[config.mk]
export PLATFORM = sky130hd
export DESIGN_NAME = bsc_cells
export DESIGN_NICKNAME = d
export VERILOG_FILES = /design/src/rtl/bsc_pkg.sv /design/src/rtl/bsc_sync_if.sv /design/src/rtl/bsc_sync.sv /design/src/rtl/bsc_cells.sv
export SDC_FILE = /design/constraint.sdc
export NUM_CORES = 1
export LEC_CHECK = 0
export CAP_MARGIN = 5
export CORE_ASPECT_RATIO = 0.9
export CORE_MARGIN = 2
export CORE_UTILIZATION = 30
export CTS_CLUSTER_DIAMETER = 60
export DETAILED_ROUTE_END_ITERATION = 12
export DONT_BUFFER_PORTS = 1
export SYNTH_ARGS = -nofsm -noshare
export SYNTH_HDL_FRONTEND = slang
export SYNTH_SLANG_ARGS = --single-unit
[constraint.sdc]
create_clock -name clk -period 1.65 [get_ports clk]
set_input_delay 0.33 -clock clk [delete_from_list [all_inputs] [get_ports clk]]
set_output_delay 0.33 -clock clk [all_outputs]
set_load 0.005 [all_outputs]
[src/rtl/bsc_pkg.sv]
// Package: constants for the boundary-scan cell block
package bsc_pkg;
  // Synchroniser lanes
  localparam int SY_TCK   = 0;
  localparam int SY_TDI   = 1;
  localparam int SY_CAP   = 2;
  localparam int SY_SHIFT = 3;
  localparam int SY_UPD   = 4;
  localparam int SY_EXT   = 5;
  localparam int SY_RSEL  = 6;
  localparam int SY_RSTN  = 7;
  localparam int SY_HIGHVOLT_RESET_OBSERVE = 8;
  localparam int SY_CLK   = 9;
  localparam int SY_ACO   = 12;
  localparam int SY_COMP  = 13;
  localparam int SY_W     = 14;
  // Chain layout
  localparam int NPINS_DEF = 8;
  localparam int PIN_W     = 3;
  localparam int CELL_PU   = 0;
  localparam int CELL_OC   = 1;
  localparam int CELL_OD   = 2;
  localparam int M_RSTN    = 0;
  localparam int M_HIGHVOLT_RESET_OBSERVE   = 1;
  localparam int M_CLKEN   = 2;
  localparam int M_CLKOBS  = 5;
  localparam int M_ACIDLE  = 8;
  localparam int M_ACO     = 9;
  localparam int M_ACMUX   = 10;
  localparam int M_COMPARATOR_BANDGAP_ENABLE    = 11;
  localparam int M_COMP    = 12;
  localparam int M_ADC     = 13;
  localparam int MISC_W    = 42;
  localparam logic [12:0] MISC_RST = 13'h0100;
  // Clock cells: bit 0 external, 1 crystal, 2 low-frequency
  localparam logic [2:0] CLK_UNUSED = 3'h6;
  // ADC interface cells
  localparam int ADC_W      = 29;
  localparam int ADC_EN_BIT = 26;
  localparam logic [28:0] ADC_REC = 29'h2801E00;
  // Comparator control: bit 0 idle, 1 mux select, 2 bandgap
  localparam int COMPARATOR_IDLE_BIT = 0;
  // Timing
  localparam int CLK_NS       = 20;
  localparam int ADC_WARM_NS  = 200;
  localparam int ADC_WARM_CYC = (ADC_WARM_NS + CLK_NS - 1) / CLK_NS;
  // Registers
  localparam logic [3:0] REG_CTRL = 4'h0;
  localparam logic [3:0] REG_STAT = 4'h1;
  localparam int CTRL_PUD  = 0;
  localparam int STAT_FLAG = 0;
endpackage

[src/rtl/bsc_sync_if.sv]
// Interface: raw inputs to synchroniser and clean levels back
`timescale 1ns/10ps
interface bsc_sync_if #(parameter int W = 14);
  logic [W-1:0] raw;
  logic [W-1:0] lvl;
  logic         tckRise;
  modport syncer (input raw, output lvl, output tckRise);
  modport user (output raw, input lvl, input tckRise);
endinterface

[src/rtl/bsc_sync.sv]
// Module: three-stage input synchroniser with test clock edge finder
`timescale 1ns/10ps
module bsc_sync
  import bsc_pkg::*;
#(
  parameter int W = SY_W
) (
  // Clock and reset
  input wire logic clk,
  input wire logic rst_n,
  // Lanes
  bsc_sync_if.syncer sy
);
  typedef struct packed {
    logic [W-1:0] s1;
    logic [W-1:0] s2;
    logic [W-1:0] s3;
    logic [W-1:0] lvl;
    logic         rise;
  } bsc_sync_s;

  bsc_sync_s state_reg;
  bsc_sync_s state_next;

  always_comb begin
    state_next    = state_reg;
    state_next.s1 = sy.raw;
    state_next.s2 = state_reg.s1;
    state_next.s3 = state_reg.s2;
    // A change counts once stages two and three agree
    for (int i = 0; i < W; i++) begin
      if (state_reg.s2[i] == state_reg.s3[i]) begin
        state_next.lvl[i] = state_reg.s3[i];
      end
    end
    state_next.rise = (state_reg.s2[SY_TCK] == state_reg.s3[SY_TCK]) & state_reg.s3[SY_TCK]
                      & ~state_reg.lvl[SY_TCK];
  end

  always_ff @(posedge clk) begin
    if (!rst_n) begin
      state_reg <= '0;
    end else begin
      state_reg <= state_next;
    end
  end

  assign sy.lvl     = state_reg.lvl;
  assign sy.tckRise = state_reg.rise;
endmodule

[src/rtl/bsc_cells.sv]
// Module: boundary-scan data cells, reset register and test-reset flag
//
// Summary of operation
// - Test reset sets flag; power-on or zero-write clears
// - Pin has pull-up cell plus two-stage pin cell
// - Input unsynchronised; data to port, control to direction
// - Pull-up equals not-disable, not-direction, port bit
// - Alternate digital functions sit outside scanned cells
// - Analog cells sit on digital-analog interface signals
// - Reset pin has normal and high-voltage observe cells
// - Oscillator enable general cell, clock observe-only
// - Internal RC oscillator output is not scanned
// - Unused clock reads 0 external, 1 crystals
// - Idle comparator off, output reads zero
// - Hold low samples, high holds analog input
// - Comparator latch precharge is active low
// - ADC warm-up of 200 ns before use
// - Shift registers move least significant bit first
`timescale 1ns/10ps
module bsc_cells
  import bsc_pkg::*;
#(
  parameter int NPINS = NPINS_DEF
) (
  // Clock and reset
  input  wire logic             clk,
  input  wire logic             rst_n,
  // Test port
  input  wire logic             tck,
  input  wire logic             tdi,
  input  wire logic             tapCapture,
  input  wire logic             tapShift,
  input  wire logic             tapUpdate,
  input  wire logic             tapExtest,
  input  wire logic             tapResetSel,
  output logic                  tdo,
  // Register port
  input  wire logic [3:0]       regAddr,
  input  wire logic [7:0]       regWdata,
  input  wire logic             regWr,
  input  wire logic             regRd,
  output logic      [7:0]       regRdata,
  // Port pins
  input  wire logic [NPINS-1:0] portReg,
  input  wire logic [NPINS-1:0] dirReg,
  input  wire logic [NPINS-1:0] altEn,
  input  wire logic [NPINS-1:0] altOut,
  input  wire logic [NPINS-1:0] padIn,
  output logic      [NPINS-1:0] padOut,
  output logic      [NPINS-1:0] padOe_n,
  output logic      [NPINS-1:0] pinPullup,
  // Reset pin
  input  wire logic             rstPinLevel,
  input  wire logic             rstHvLevel,
  output logic                  coreReset,
  // Clock sources
  input  wire logic [2:0]       coreClkEn,
  input  wire logic [2:0]       clkLine,
  output logic      [2:0]       oscEnable,
  // Analog comparator
  input  wire logic [2:0]       coreAcCtl,
  input  wire logic             acOutIn,
  output logic      [2:0]       acCtl,
  // ADC
  input  wire logic [ADC_W-1:0] coreAdcCtl,
  input  wire logic             compIn,
  output logic      [ADC_W-1:0] adcCtl,
  output logic                  adcReady
);
  localparam int B  = PIN_W * NPINS;
  localparam int CW = B + MISC_W;
  localparam logic [CW-1:0] UP_RST = {ADC_REC, MISC_RST, {B{1'b0}}};

  typedef struct packed {
    logic [CW-1:0]    sh;
    logic [CW-1:0]    up;
    logic             rr;
    logic             tdo;
    logic             flag;
    logic             global_pullup_disable;
    logic             coreRst;
    logic [NPINS-1:0] padOut;
    logic [NPINS-1:0] padOe_n;
    logic [NPINS-1:0] pull;
    logic [2:0]       oscEn;
    logic [2:0]       acCtl;
    logic [ADC_W-1:0] adcCtl;
    logic [3:0]       warm;
    logic             adcReady;
    logic [7:0]       rdata;
  } bsc_cells_s;

  bsc_cells_s state_reg;
  bsc_cells_s state_next;

  bsc_sync_if #(.W(SY_W)) syIf ();

  assign syIf.raw = {compIn, acOutIn, clkLine, rstHvLevel, rstPinLevel, tapResetSel,
                     tapExtest, tapUpdate, tapShift, tapCapture, tdi, tck};

  bsc_sync #(
    .W (SY_W)
  ) u_sync (
    .clk   (clk),
    .rst_n (rst_n),
    .sy    (syIf.syncer)
  );

  logic             ext;
  logic             rsel;
  logic             edgeT;
  logic [NPINS-1:0] pullCalc;
  logic [NPINS-1:0] oeCalc;
  logic [2:0]       clkEnEff;
  logic [2:0]       clkObs;
  logic [2:0]       acEff;
  logic             acObs;
  logic [ADC_W-1:0] adcEff;
  logic [CW-1:0]    capVec;
  logic             statClr;

  always_comb begin
    ext      = syIf.lvl[SY_EXT];
    rsel     = syIf.lvl[SY_RSEL];
    edgeT    = syIf.tckRise;
    pullCalc = ~{NPINS{state_reg.global_pullup_disable}} & ~dirReg & portReg;
    oeCalc   = dirReg;
    capVec   = '0;
    for (int k = 0; k < NPINS; k++) begin
      // Scanned values replace the normal pin controls under external test
      if (ext) begin
        pullCalc[k] = state_reg.up[PIN_W*k + CELL_PU];
        oeCalc[k]   = state_reg.up[PIN_W*k + CELL_OC];
      end
      capVec[PIN_W*k + CELL_PU] = pullCalc[k];
      capVec[PIN_W*k + CELL_OC] = oeCalc[k];
      // Raw pad level, captured with no synchroniser
      capVec[PIN_W*k + CELL_OD] = padIn[k];
    end
    clkEnEff = ext ? state_reg.up[B+M_CLKEN +: 3] : coreClkEn;
    // No cell for the internal RC oscillator: it has no pins
    clkObs   = (clkEnEff & syIf.lvl[SY_CLK +: 3]) | (~clkEnEff & CLK_UNUSED);
    acEff    = ext ? {state_reg.up[B+M_COMPARATOR_BANDGAP_ENABLE], state_reg.up[B+M_ACMUX], state_reg.up[B+M_ACIDLE]} : coreAcCtl;
    acObs    = ~acEff[COMPARATOR_IDLE_BIT] & syIf.lvl[SY_ACO];
    adcEff   = ext ? state_reg.up[B+M_ADC +: ADC_W] : coreAdcCtl;
    capVec[B+M_RSTN]        = syIf.lvl[SY_RSTN];
    capVec[B+M_HIGHVOLT_RESET_OBSERVE]       = syIf.lvl[SY_HIGHVOLT_RESET_OBSERVE];
    capVec[B+M_CLKEN +: 3]  = clkEnEff;
    capVec[B+M_CLKOBS +: 3] = clkObs;
    capVec[B+M_ACIDLE]      = acEff[COMPARATOR_IDLE_BIT];
    capVec[B+M_ACO]         = acObs;
    capVec[B+M_ACMUX]       = acEff[1];
    capVec[B+M_COMPARATOR_BANDGAP_ENABLE]        = acEff[2];
    capVec[B+M_COMP]        = syIf.lvl[SY_COMP];
    capVec[B+M_ADC +: ADC_W] = adcEff;
  end

  always_comb begin
    statClr    = regWr & (regAddr == REG_STAT) & ~regWdata[STAT_FLAG];
    state_next = state_reg;
    // Chain and reset register advance on test clock rising edges
    if (edgeT) begin
      if (rsel) begin
        if (syIf.lvl[SY_SHIFT]) begin
          state_next.rr = syIf.lvl[SY_TDI];
        end
      end else if (syIf.lvl[SY_CAP]) begin
        state_next.sh = capVec;
      end else if (syIf.lvl[SY_SHIFT]) begin
        state_next.sh = {syIf.lvl[SY_TDI], state_reg.sh[CW-1:1]};
      end else if (syIf.lvl[SY_UPD]) begin
        state_next.up = state_reg.sh;
      end
    end
    state_next.tdo     = rsel ? state_next.rr : state_next.sh[0];
    // Reset is forced while the reset register is selected and holds a one
    state_next.coreRst = rsel & state_reg.rr;
    // Set wins over a clearing write
    state_next.flag    = state_reg.coreRst | (state_reg.flag & ~statClr);
    if (regWr && regAddr == REG_CTRL) begin
      state_next.global_pullup_disable = regWdata[CTRL_PUD];
    end
    for (int k = 0; k < NPINS; k++) begin
      if (ext) begin
        state_next.padOut[k] = state_reg.up[PIN_W*k + CELL_OD];
      end else begin
        state_next.padOut[k] = altEn[k] ? altOut[k] : portReg[k];
      end
    end
    state_next.padOe_n = ~oeCalc;
    state_next.pull    = pullCalc;
    state_next.oscEn   = clkEnEff;
    state_next.acCtl   = acEff;
    state_next.adcCtl  = adcEff;
    // Warm-up count after the converter is powered on
    if (!adcEff[ADC_EN_BIT]) begin
      state_next.warm = '0;
    end else if (state_reg.warm != 4'(ADC_WARM_CYC)) begin
      state_next.warm = state_reg.warm + 4'h1;
    end
    state_next.adcReady = adcEff[ADC_EN_BIT] & (state_next.warm == 4'(ADC_WARM_CYC));
    state_next.rdata = 8'h00;
    if (regRd) begin
      case (regAddr)
        REG_CTRL: state_next.rdata = {7'h00, state_reg.global_pullup_disable};
        REG_STAT: state_next.rdata = {4'h0, rsel, ext, state_reg.adcReady, state_reg.flag};
        default:  state_next.rdata = 8'h00;
      endcase
    end
  end

  always_ff @(posedge clk) begin
    if (!rst_n) begin
      state_reg          <= '0;
      state_reg.up       <= UP_RST;
      state_reg.padOe_n  <= {NPINS{1'b1}};
      state_reg.acCtl    <= 3'h1;
      state_reg.adcCtl   <= ADC_REC;
    end else begin
      state_reg <= state_next;
    end
  end

  assign tdo       = state_reg.tdo;
  assign regRdata  = state_reg.rdata;
  assign padOut    = state_reg.padOut;
  assign padOe_n   = state_reg.padOe_n;
  assign pinPullup = state_reg.pull;
  assign coreReset = state_reg.coreRst;
  assign oscEnable = state_reg.oscEn;
  assign acCtl     = state_reg.acCtl;
  assign adcCtl    = state_reg.adcCtl;
  assign adcReady  = state_reg.adcReady;
endmodule

* After elaboration in Yosys (flattened, before gate mapping)
Index checks and enable logic that the tools add are counted.
Storage, ports and cells: flip-flop bits (word level) 266, bits in latches 0, bits in writable memories 0, bits in read-only memories 0, output and inout port bits 70, logic and storage cells 131, memories kept 0
Cells by class: add/sub/neg operators 1, $mul 0, divide/modulo/power cells 0, order comparisons 0, equal/unequal tests 17, shifts and indexed selects 0, muxes and demuxes 48, bitwise gates (word level) 24, reductions and logical operators 6
Operator list (count):
- $mux 66 | 5
- $mux 68 | 1
- $mux 67 | 1
- $mux 1 | 35
- $mux 29 | 1
- $not 8->8 | 3
- $and 8x8->8 | 2
- $eq 1x1->1 | 14
- $and 1x1->1 | 8
- $mux 4 | 2
- $pmux 4 s2 | 1
- $not 1->1 | 7
- $mux 3 | 2
- $reduce_and 5->1 | 1
- $add 4x1->4 const B | 1
- $eq 4x1->1 const B | 1
- $eq 4x4->1 const B | 1
- $logic_not 4->1 | 1
- $ne 4x4->1 const B | 1
- $and 3x3->3 | 1
- $not 3->3 | 1
- $or 3x3->3 | 1
- $reduce_and 3->1 | 1
- $reduce_and 2->1 | 1
- other kinds (3) | 3

* Depth between registers and ports, before layout
word-level depth 8, depth in mapped cells 8, depth with buffers taken out 6

* By module
From an unflattened synthesis, not the netlist that was laid out.
Second synthesis, totals: cell total of the unflattened synthesis 1140, area total of the unflattened synthesis 10754.1 um^2
Modules (own cells, without submodules):
- bsc_cells | times used 1, cells an instance 977, area each 8923.6 um^2, sequential area each 3963.8 um^2
- bsc_sync | times used 1, cells an instance 163, area each 1830.5 um^2, sequential area each 1141.1 um^2

* Worst setup path after synthesis
No wires, ideal clock.
path type register to register, from reg u_sync.state_reg (netlist bit u_sync.sy.lvl[5]), to reg state_reg[177] (netlist name), setup time 0.120 ns, data arrival time 1.434 ns, required time 1.530 ns, setup slack 0.096 ns, cell stages (with the launch flop) 8, buffers on the path 3, clock period less this slack 1.554 ns, cell sequence dfxtp_1 -> buf_2 -> buf_2 -> buf_2 -> mux2i_1 -> nor2_1 -> a211oi_1 -> nor2_1
Between the ends: cells in the longest elaborated chain, start to end 2
RTL lines:
- start: declaration | line bsc_sync.sv:22 | bsc_sync_s state_reg;
- start signal: assignment | line bsc_sync.sv:44 | state_reg <= state_next;
- $mux 3 | line bsc_cells.sv:143 | acEff = ext ? {state_reg.up[B+M_COMPARATOR_BANDGAP_ENABLE], state_reg.up[B+M_ACMUX], state_reg.up[B+M_ACIDLE]} ...
- $mux 66 | line bsc_cells.sv:167 | end else if (syIf.lvl[SY_CAP]) begin
- end signal: assignment | line bsc_cells.sv:220 | state_reg <= state_next;
- end: declaration | line bsc_cells.sv:93 | bsc_cells_s state_reg;
No other way between the ends. A chain may end at the register's enable or synchronous reset.

* Worst setup path after layout
from reg u_sync.state_reg (netlist bit u_sync.sy.lvl[5]), to reg, netlist name acCtl[1]
Between the ends: cells in the longest elaborated chain, start to end 1
RTL lines (line):
- $mux 3 | bsc_cells.sv:143
No other way between the ends.

==> flow_summary.rst <==
.. list-table::
   :header-rows: 1

   * - Metric
     - Value
   * - Hold crit path type
     - input pin to flip-flop
   * - Routed wire length
     - approximately 26000 um
   * - Die area
     - around 0.035 mm^2
   * - Post-route setup slack
     - roughly 0.0066 ns
   * - Tightest slew margin relative to the limit
     - 0.4930
   * - Layout overhead on the synthesized area
     - 23.06%
   * - Final estimated routing congestion in global placement
     - 0.7318
   * - Flip-flop and latch count after synthesis
     - around 260
   * - IR drop worst, VDD
     - 0.8338 mV
   * - GR Overflow Total
     - 0
   * - Row count
     - between 60 and 70
   * - Combined global-route utilization of all metal layers
     - 0.1432
   * - Number of non-filler instances in the completed layout
     - between 1500 and 2000
   * - Most common flop cell mapped by yosys
     - sky130_fd_sc_hd__dfxtp_1
   * - TritonCTS clock tree
     - built
   * - Number of pins exceeding their max-slew limit in the final report
     - 0
   * - Kind of cell adding the most delay to the critical path
     - buffers and inverters
   * - Initial antenna violation count
     - 3
   * - Crit path required time
     - 2.11 ns
   * - FFs w/ async S/R, synth
     - 0
   * - Kind of capture point of the worst setup path
     - flip-flop
   * - Remaining design rule violation count
     - 0
   * - Highest-delay cell along the critical path
     - sky130_fd_sc_hd__dlygate4sd3_1
   * - Worst slew pin tran
     - roughly 0.76 ns
   * - # IOs
     - 175
   * - Via density
     - between 4 and 5
   * - Clock sink total
     - ~260
   * - Post-layout nets
     - 1271
   * - Reported leakage power
     - approximately 0.0048 uW
   * - Critical setup path kind
     - flip-flop to flip-flop
   * - Area occupied by registers
     - 0.005111 mm^2
   * - Global-route wire length before repair
     - 39690 um
   * - Delay of the slowest critical-path stage
     - roughly 0.55 ns
   * - Fraction of the cycle the final worst path needs
     - 0.9960
   * - Mean instance size in the synthesized netlist
     - about 9 um^2
   * - YS warnings
     - 0
   * - Area of the mapped netlist
     - 0.009993 mm^2
   * - Synth cell types
     - 40
   * - Final hold slack
     - -0.03409 ns
   * - Worst slack at placement
     - 0.07081 ns
   * - Setup-failing EPs final
     - 0
   * - Clock Latency Late Sink
     - 0.57 ns
   * - Longest Clk Path Bufs
     - 3
   * - CP Launch Type
     - flip-flop
   * - Fill count
     - about 3300
   * - Combined buffer and inverter count along the critical path
     - 2
   * - Setup repair after global routing missed its margin
     - true
   * - Reported max-cap violation count
     - 0
   * - Pwr Density
     - between 1000 and 1500 mW/mm^2
   * - Total count of hold-check failures in the final report
     - 8
   * - Largest net degree at the start of global routing
     - approximately 250
   * - Post-route antenna net violation count
     - 0
   * - Via count of the first global-routing pass
     - roughly 7300
   * - DR pass1 iterations
     - 4
   * - Peak fanout along the critical path
     - 25
   * - CP Data Arrival Time
     - 2.10 ns
   * - Clock tree root buffer cell
     - sky130_fd_sc_hd__clkbuf_16
   * - Instance count after placement with tap cells included
     - 1430
   * - Core Region
     - between 0.03 and 0.04 mm^2
   * - IO Port Bufs
     - 0
   * - Flip-flop count of the largest register, all copies and words added
     - ~130
   * - Post-Syn Instances
     - roughly 1100
   * - Inserted Clock Buffers
     - 31
   * - Worst-path clk slew
     - 0.06 ns
   * - Series of cell instances along the critical path
     - buf_12 -> mux2i_2 -> nor2b_1 -> dlygate4sd3_1
   * - Number of buffers added for setup after CTS
     - 0
   * - Die X
     - 196.4 um
   * - Detailed placement HPWL
     - around 15000 um
   * - Failing checks
     - hold timing
   * - DR vias
     - ~7700
   * - Wire length per cell after detailed routing
     - 16.18 um
   * - Final period demand of the worst path
     - roughly 1.6 ns
   * - Number of violations reported at the end of detailed-routing iteration 0
     - approximately 390
   * - Result of the run
     - finished, violations left
   * - Total negative slack for setup checks
     - 0 ns
   * - Skew final
     - around 0.010 ns
   * - Peak clock frequency supported by timing
     - 608.5 MHz
   * - Fraction of layout instances using a drive strength above 1
     - 0.08615
   * - Effective utilization at floorplan
     - 0.3040
   * - H-Tree Depth
     - 1
   * - Number of flops mapped to enable cells by yosys
     - 0
   * - Die height
     - 177.1 um
   * - Area of the multi-input gates
     - 0.004084 mm^2
   * - Part of the Yosys area used for sequential elements
     - 0.5108
==> per-stage QoR <==
stage                     power (uW)  area [um^2]  utilization  hold slack [ns]
final                          13120        12300       0.3741         -0.03409
after global routing           13630        12300       0.3741        -0.002397
after CTS                      13220        12000       0.3649          -0.1945
after detailed placement        6722        10070       0.3063           0.4083
after global placement          6715        10070       0.3063           0.4087
after floorplan                 6815        10000            -           0.3897
==> report_power, final <==
part | total, uW | leakage, uW | internal [uW] | switching [uW]
combinational | 494 | 0.00224 | 294 | 199
clock | 6290 | 0.000457 | 3540 | 2740
sequential | 6340 | 0.00208 | 6280 | 62.0
==> path summary, 6_finish.rpt <==
| path | start | endpoint | slack, ns | cells past startpoint |
|---|---|---|---|---|
| worst min register to register | u_sync.sy.lvl[0]$_SDFFE_PN0N_ | u_sync.sy.tckRise$_SDFF_PN0_ | 0.41 | 1 |
| worst max-delay path | u_sync.sy.lvl[5]$_SDFFE_PN0N_ | acCtl[1]$_SDFF_PN0_ | 0.007 | 4 |
| worst max register to register | u_sync.sy.lvl[5]$_SDFFE_PN0N_ | acCtl[1]$_SDFF_PN0_ | 0.007 | 4 |
| worst min-delay path | padIn[1] | state_reg[148]$_SDFFE_PN0P_ | -0.03 | 2 |
==> Yosys cell counts, drive strengths merged, types with 12 or more instances <==
cell	count	area, um^2
nor2	87	329.1
a211oi	25	187.7
mux2i	36	360.4
a21boi	67	503.0
buf	90	628.1
nand3	12	60.06
a221oi	16	140.1
dfxtp	255	5105
nand2	192	720.7
nor2b	31	193.9
o21ai	100	504.2
a21oi	25	125.1
and2	62	387.9
clkbuf	55	206.5
==> layout make-up <==
| class | count | area share |
|---|---|---|
| diodes | 1 | 0.0002035 |
| clock buffers | 40 | 0.06664 |
| clock inverters | 14 | 0.009360 |
| inverters | 11 | 0.003357 |
| multi-input cells | 713 | 0.3321 |
| flip-flops and latches | 255 | 0.4156 |
| well taps | 422 | 0.04293 |
| repair buffers | 151 | 0.1298 |
==> cells in the final DEF (no fill, tap or decap), types with 4 or more instances in the layout <==
master                            n
sky130_fd_sc_hd__dfxtp_1        252
sky130_fd_sc_hd__nand2_1        192
sky130_fd_sc_hd__dlygate4sd3_1  119
sky130_fd_sc_hd__nor2_1          86
sky130_fd_sc_hd__o21ai_0         85
sky130_fd_sc_hd__a21boi_0        64
sky130_fd_sc_hd__and2_1          62
sky130_fd_sc_hd__mux2i_1         35
sky130_fd_sc_hd__clkbuf_16       31
sky130_fd_sc_hd__nor2b_1         29
sky130_fd_sc_hd__a211oi_1        25
sky130_fd_sc_hd__a21oi_1         24
sky130_fd_sc_hd__buf_4           20
sky130_fd_sc_hd__a221oi_1        16
sky130_fd_sc_hd__o21ai_1         11
sky130_fd_sc_hd__nand3_1         11
sky130_fd_sc_hd__inv_1           10
sky130_fd_sc_hd__mux2_2          10
sky130_fd_sc_hd__a32oi_1          9
sky130_fd_sc_hd__clkbuf_1         8
sky130_fd_sc_hd__buf_12           8
sky130_fd_sc_hd__o211ai_1         6
sky130_fd_sc_hd__o211a_1          6
sky130_fd_sc_hd__clkinv_2         5
sky130_fd_sc_hd__nand2b_1         4
sky130_fd_sc_hd__conb_1           4
sky130_fd_sc_hd__inv_6            4
==> cell families after synthesis <==
| family | Yosys count | synth area share |
|---|---|---|
| AO/OA/AOI/OAI | 262 | 0.1710 |
| XOR/XNOR | 3 | 0.002630 |
| adder cells (fa/ha/maj) | 3 | 0.003757 |
| buffers and inverters | 156 | 0.08764 |
| flip-flops | 255 | 0.5108 |
| multiplexers | 46 | 0.04733 |
| other | 1 | 0.0003753 |
| AND/OR/NAND/NOR | 395 | 0.1764 |
==> metal layers <==
metal,up-vias,GRT usage,part of all wire
li1,3775,-,-
met1,3642,0.1864,0.46
met2,190,0.2314,0.45
met3,58,0.03811,0.062
met4,2,0.04482,0.029
met5,-,0,0.00050
==> timing repair <==
item | in CTS | in global routing
hold buffers | 99 | 24
resized for setup | 0 | 23
endpoints found under the setup margin | 0 | 54
hold endpoints to repair | 247 | 101
Note: power is estimated with default switching activity, not from simulation.
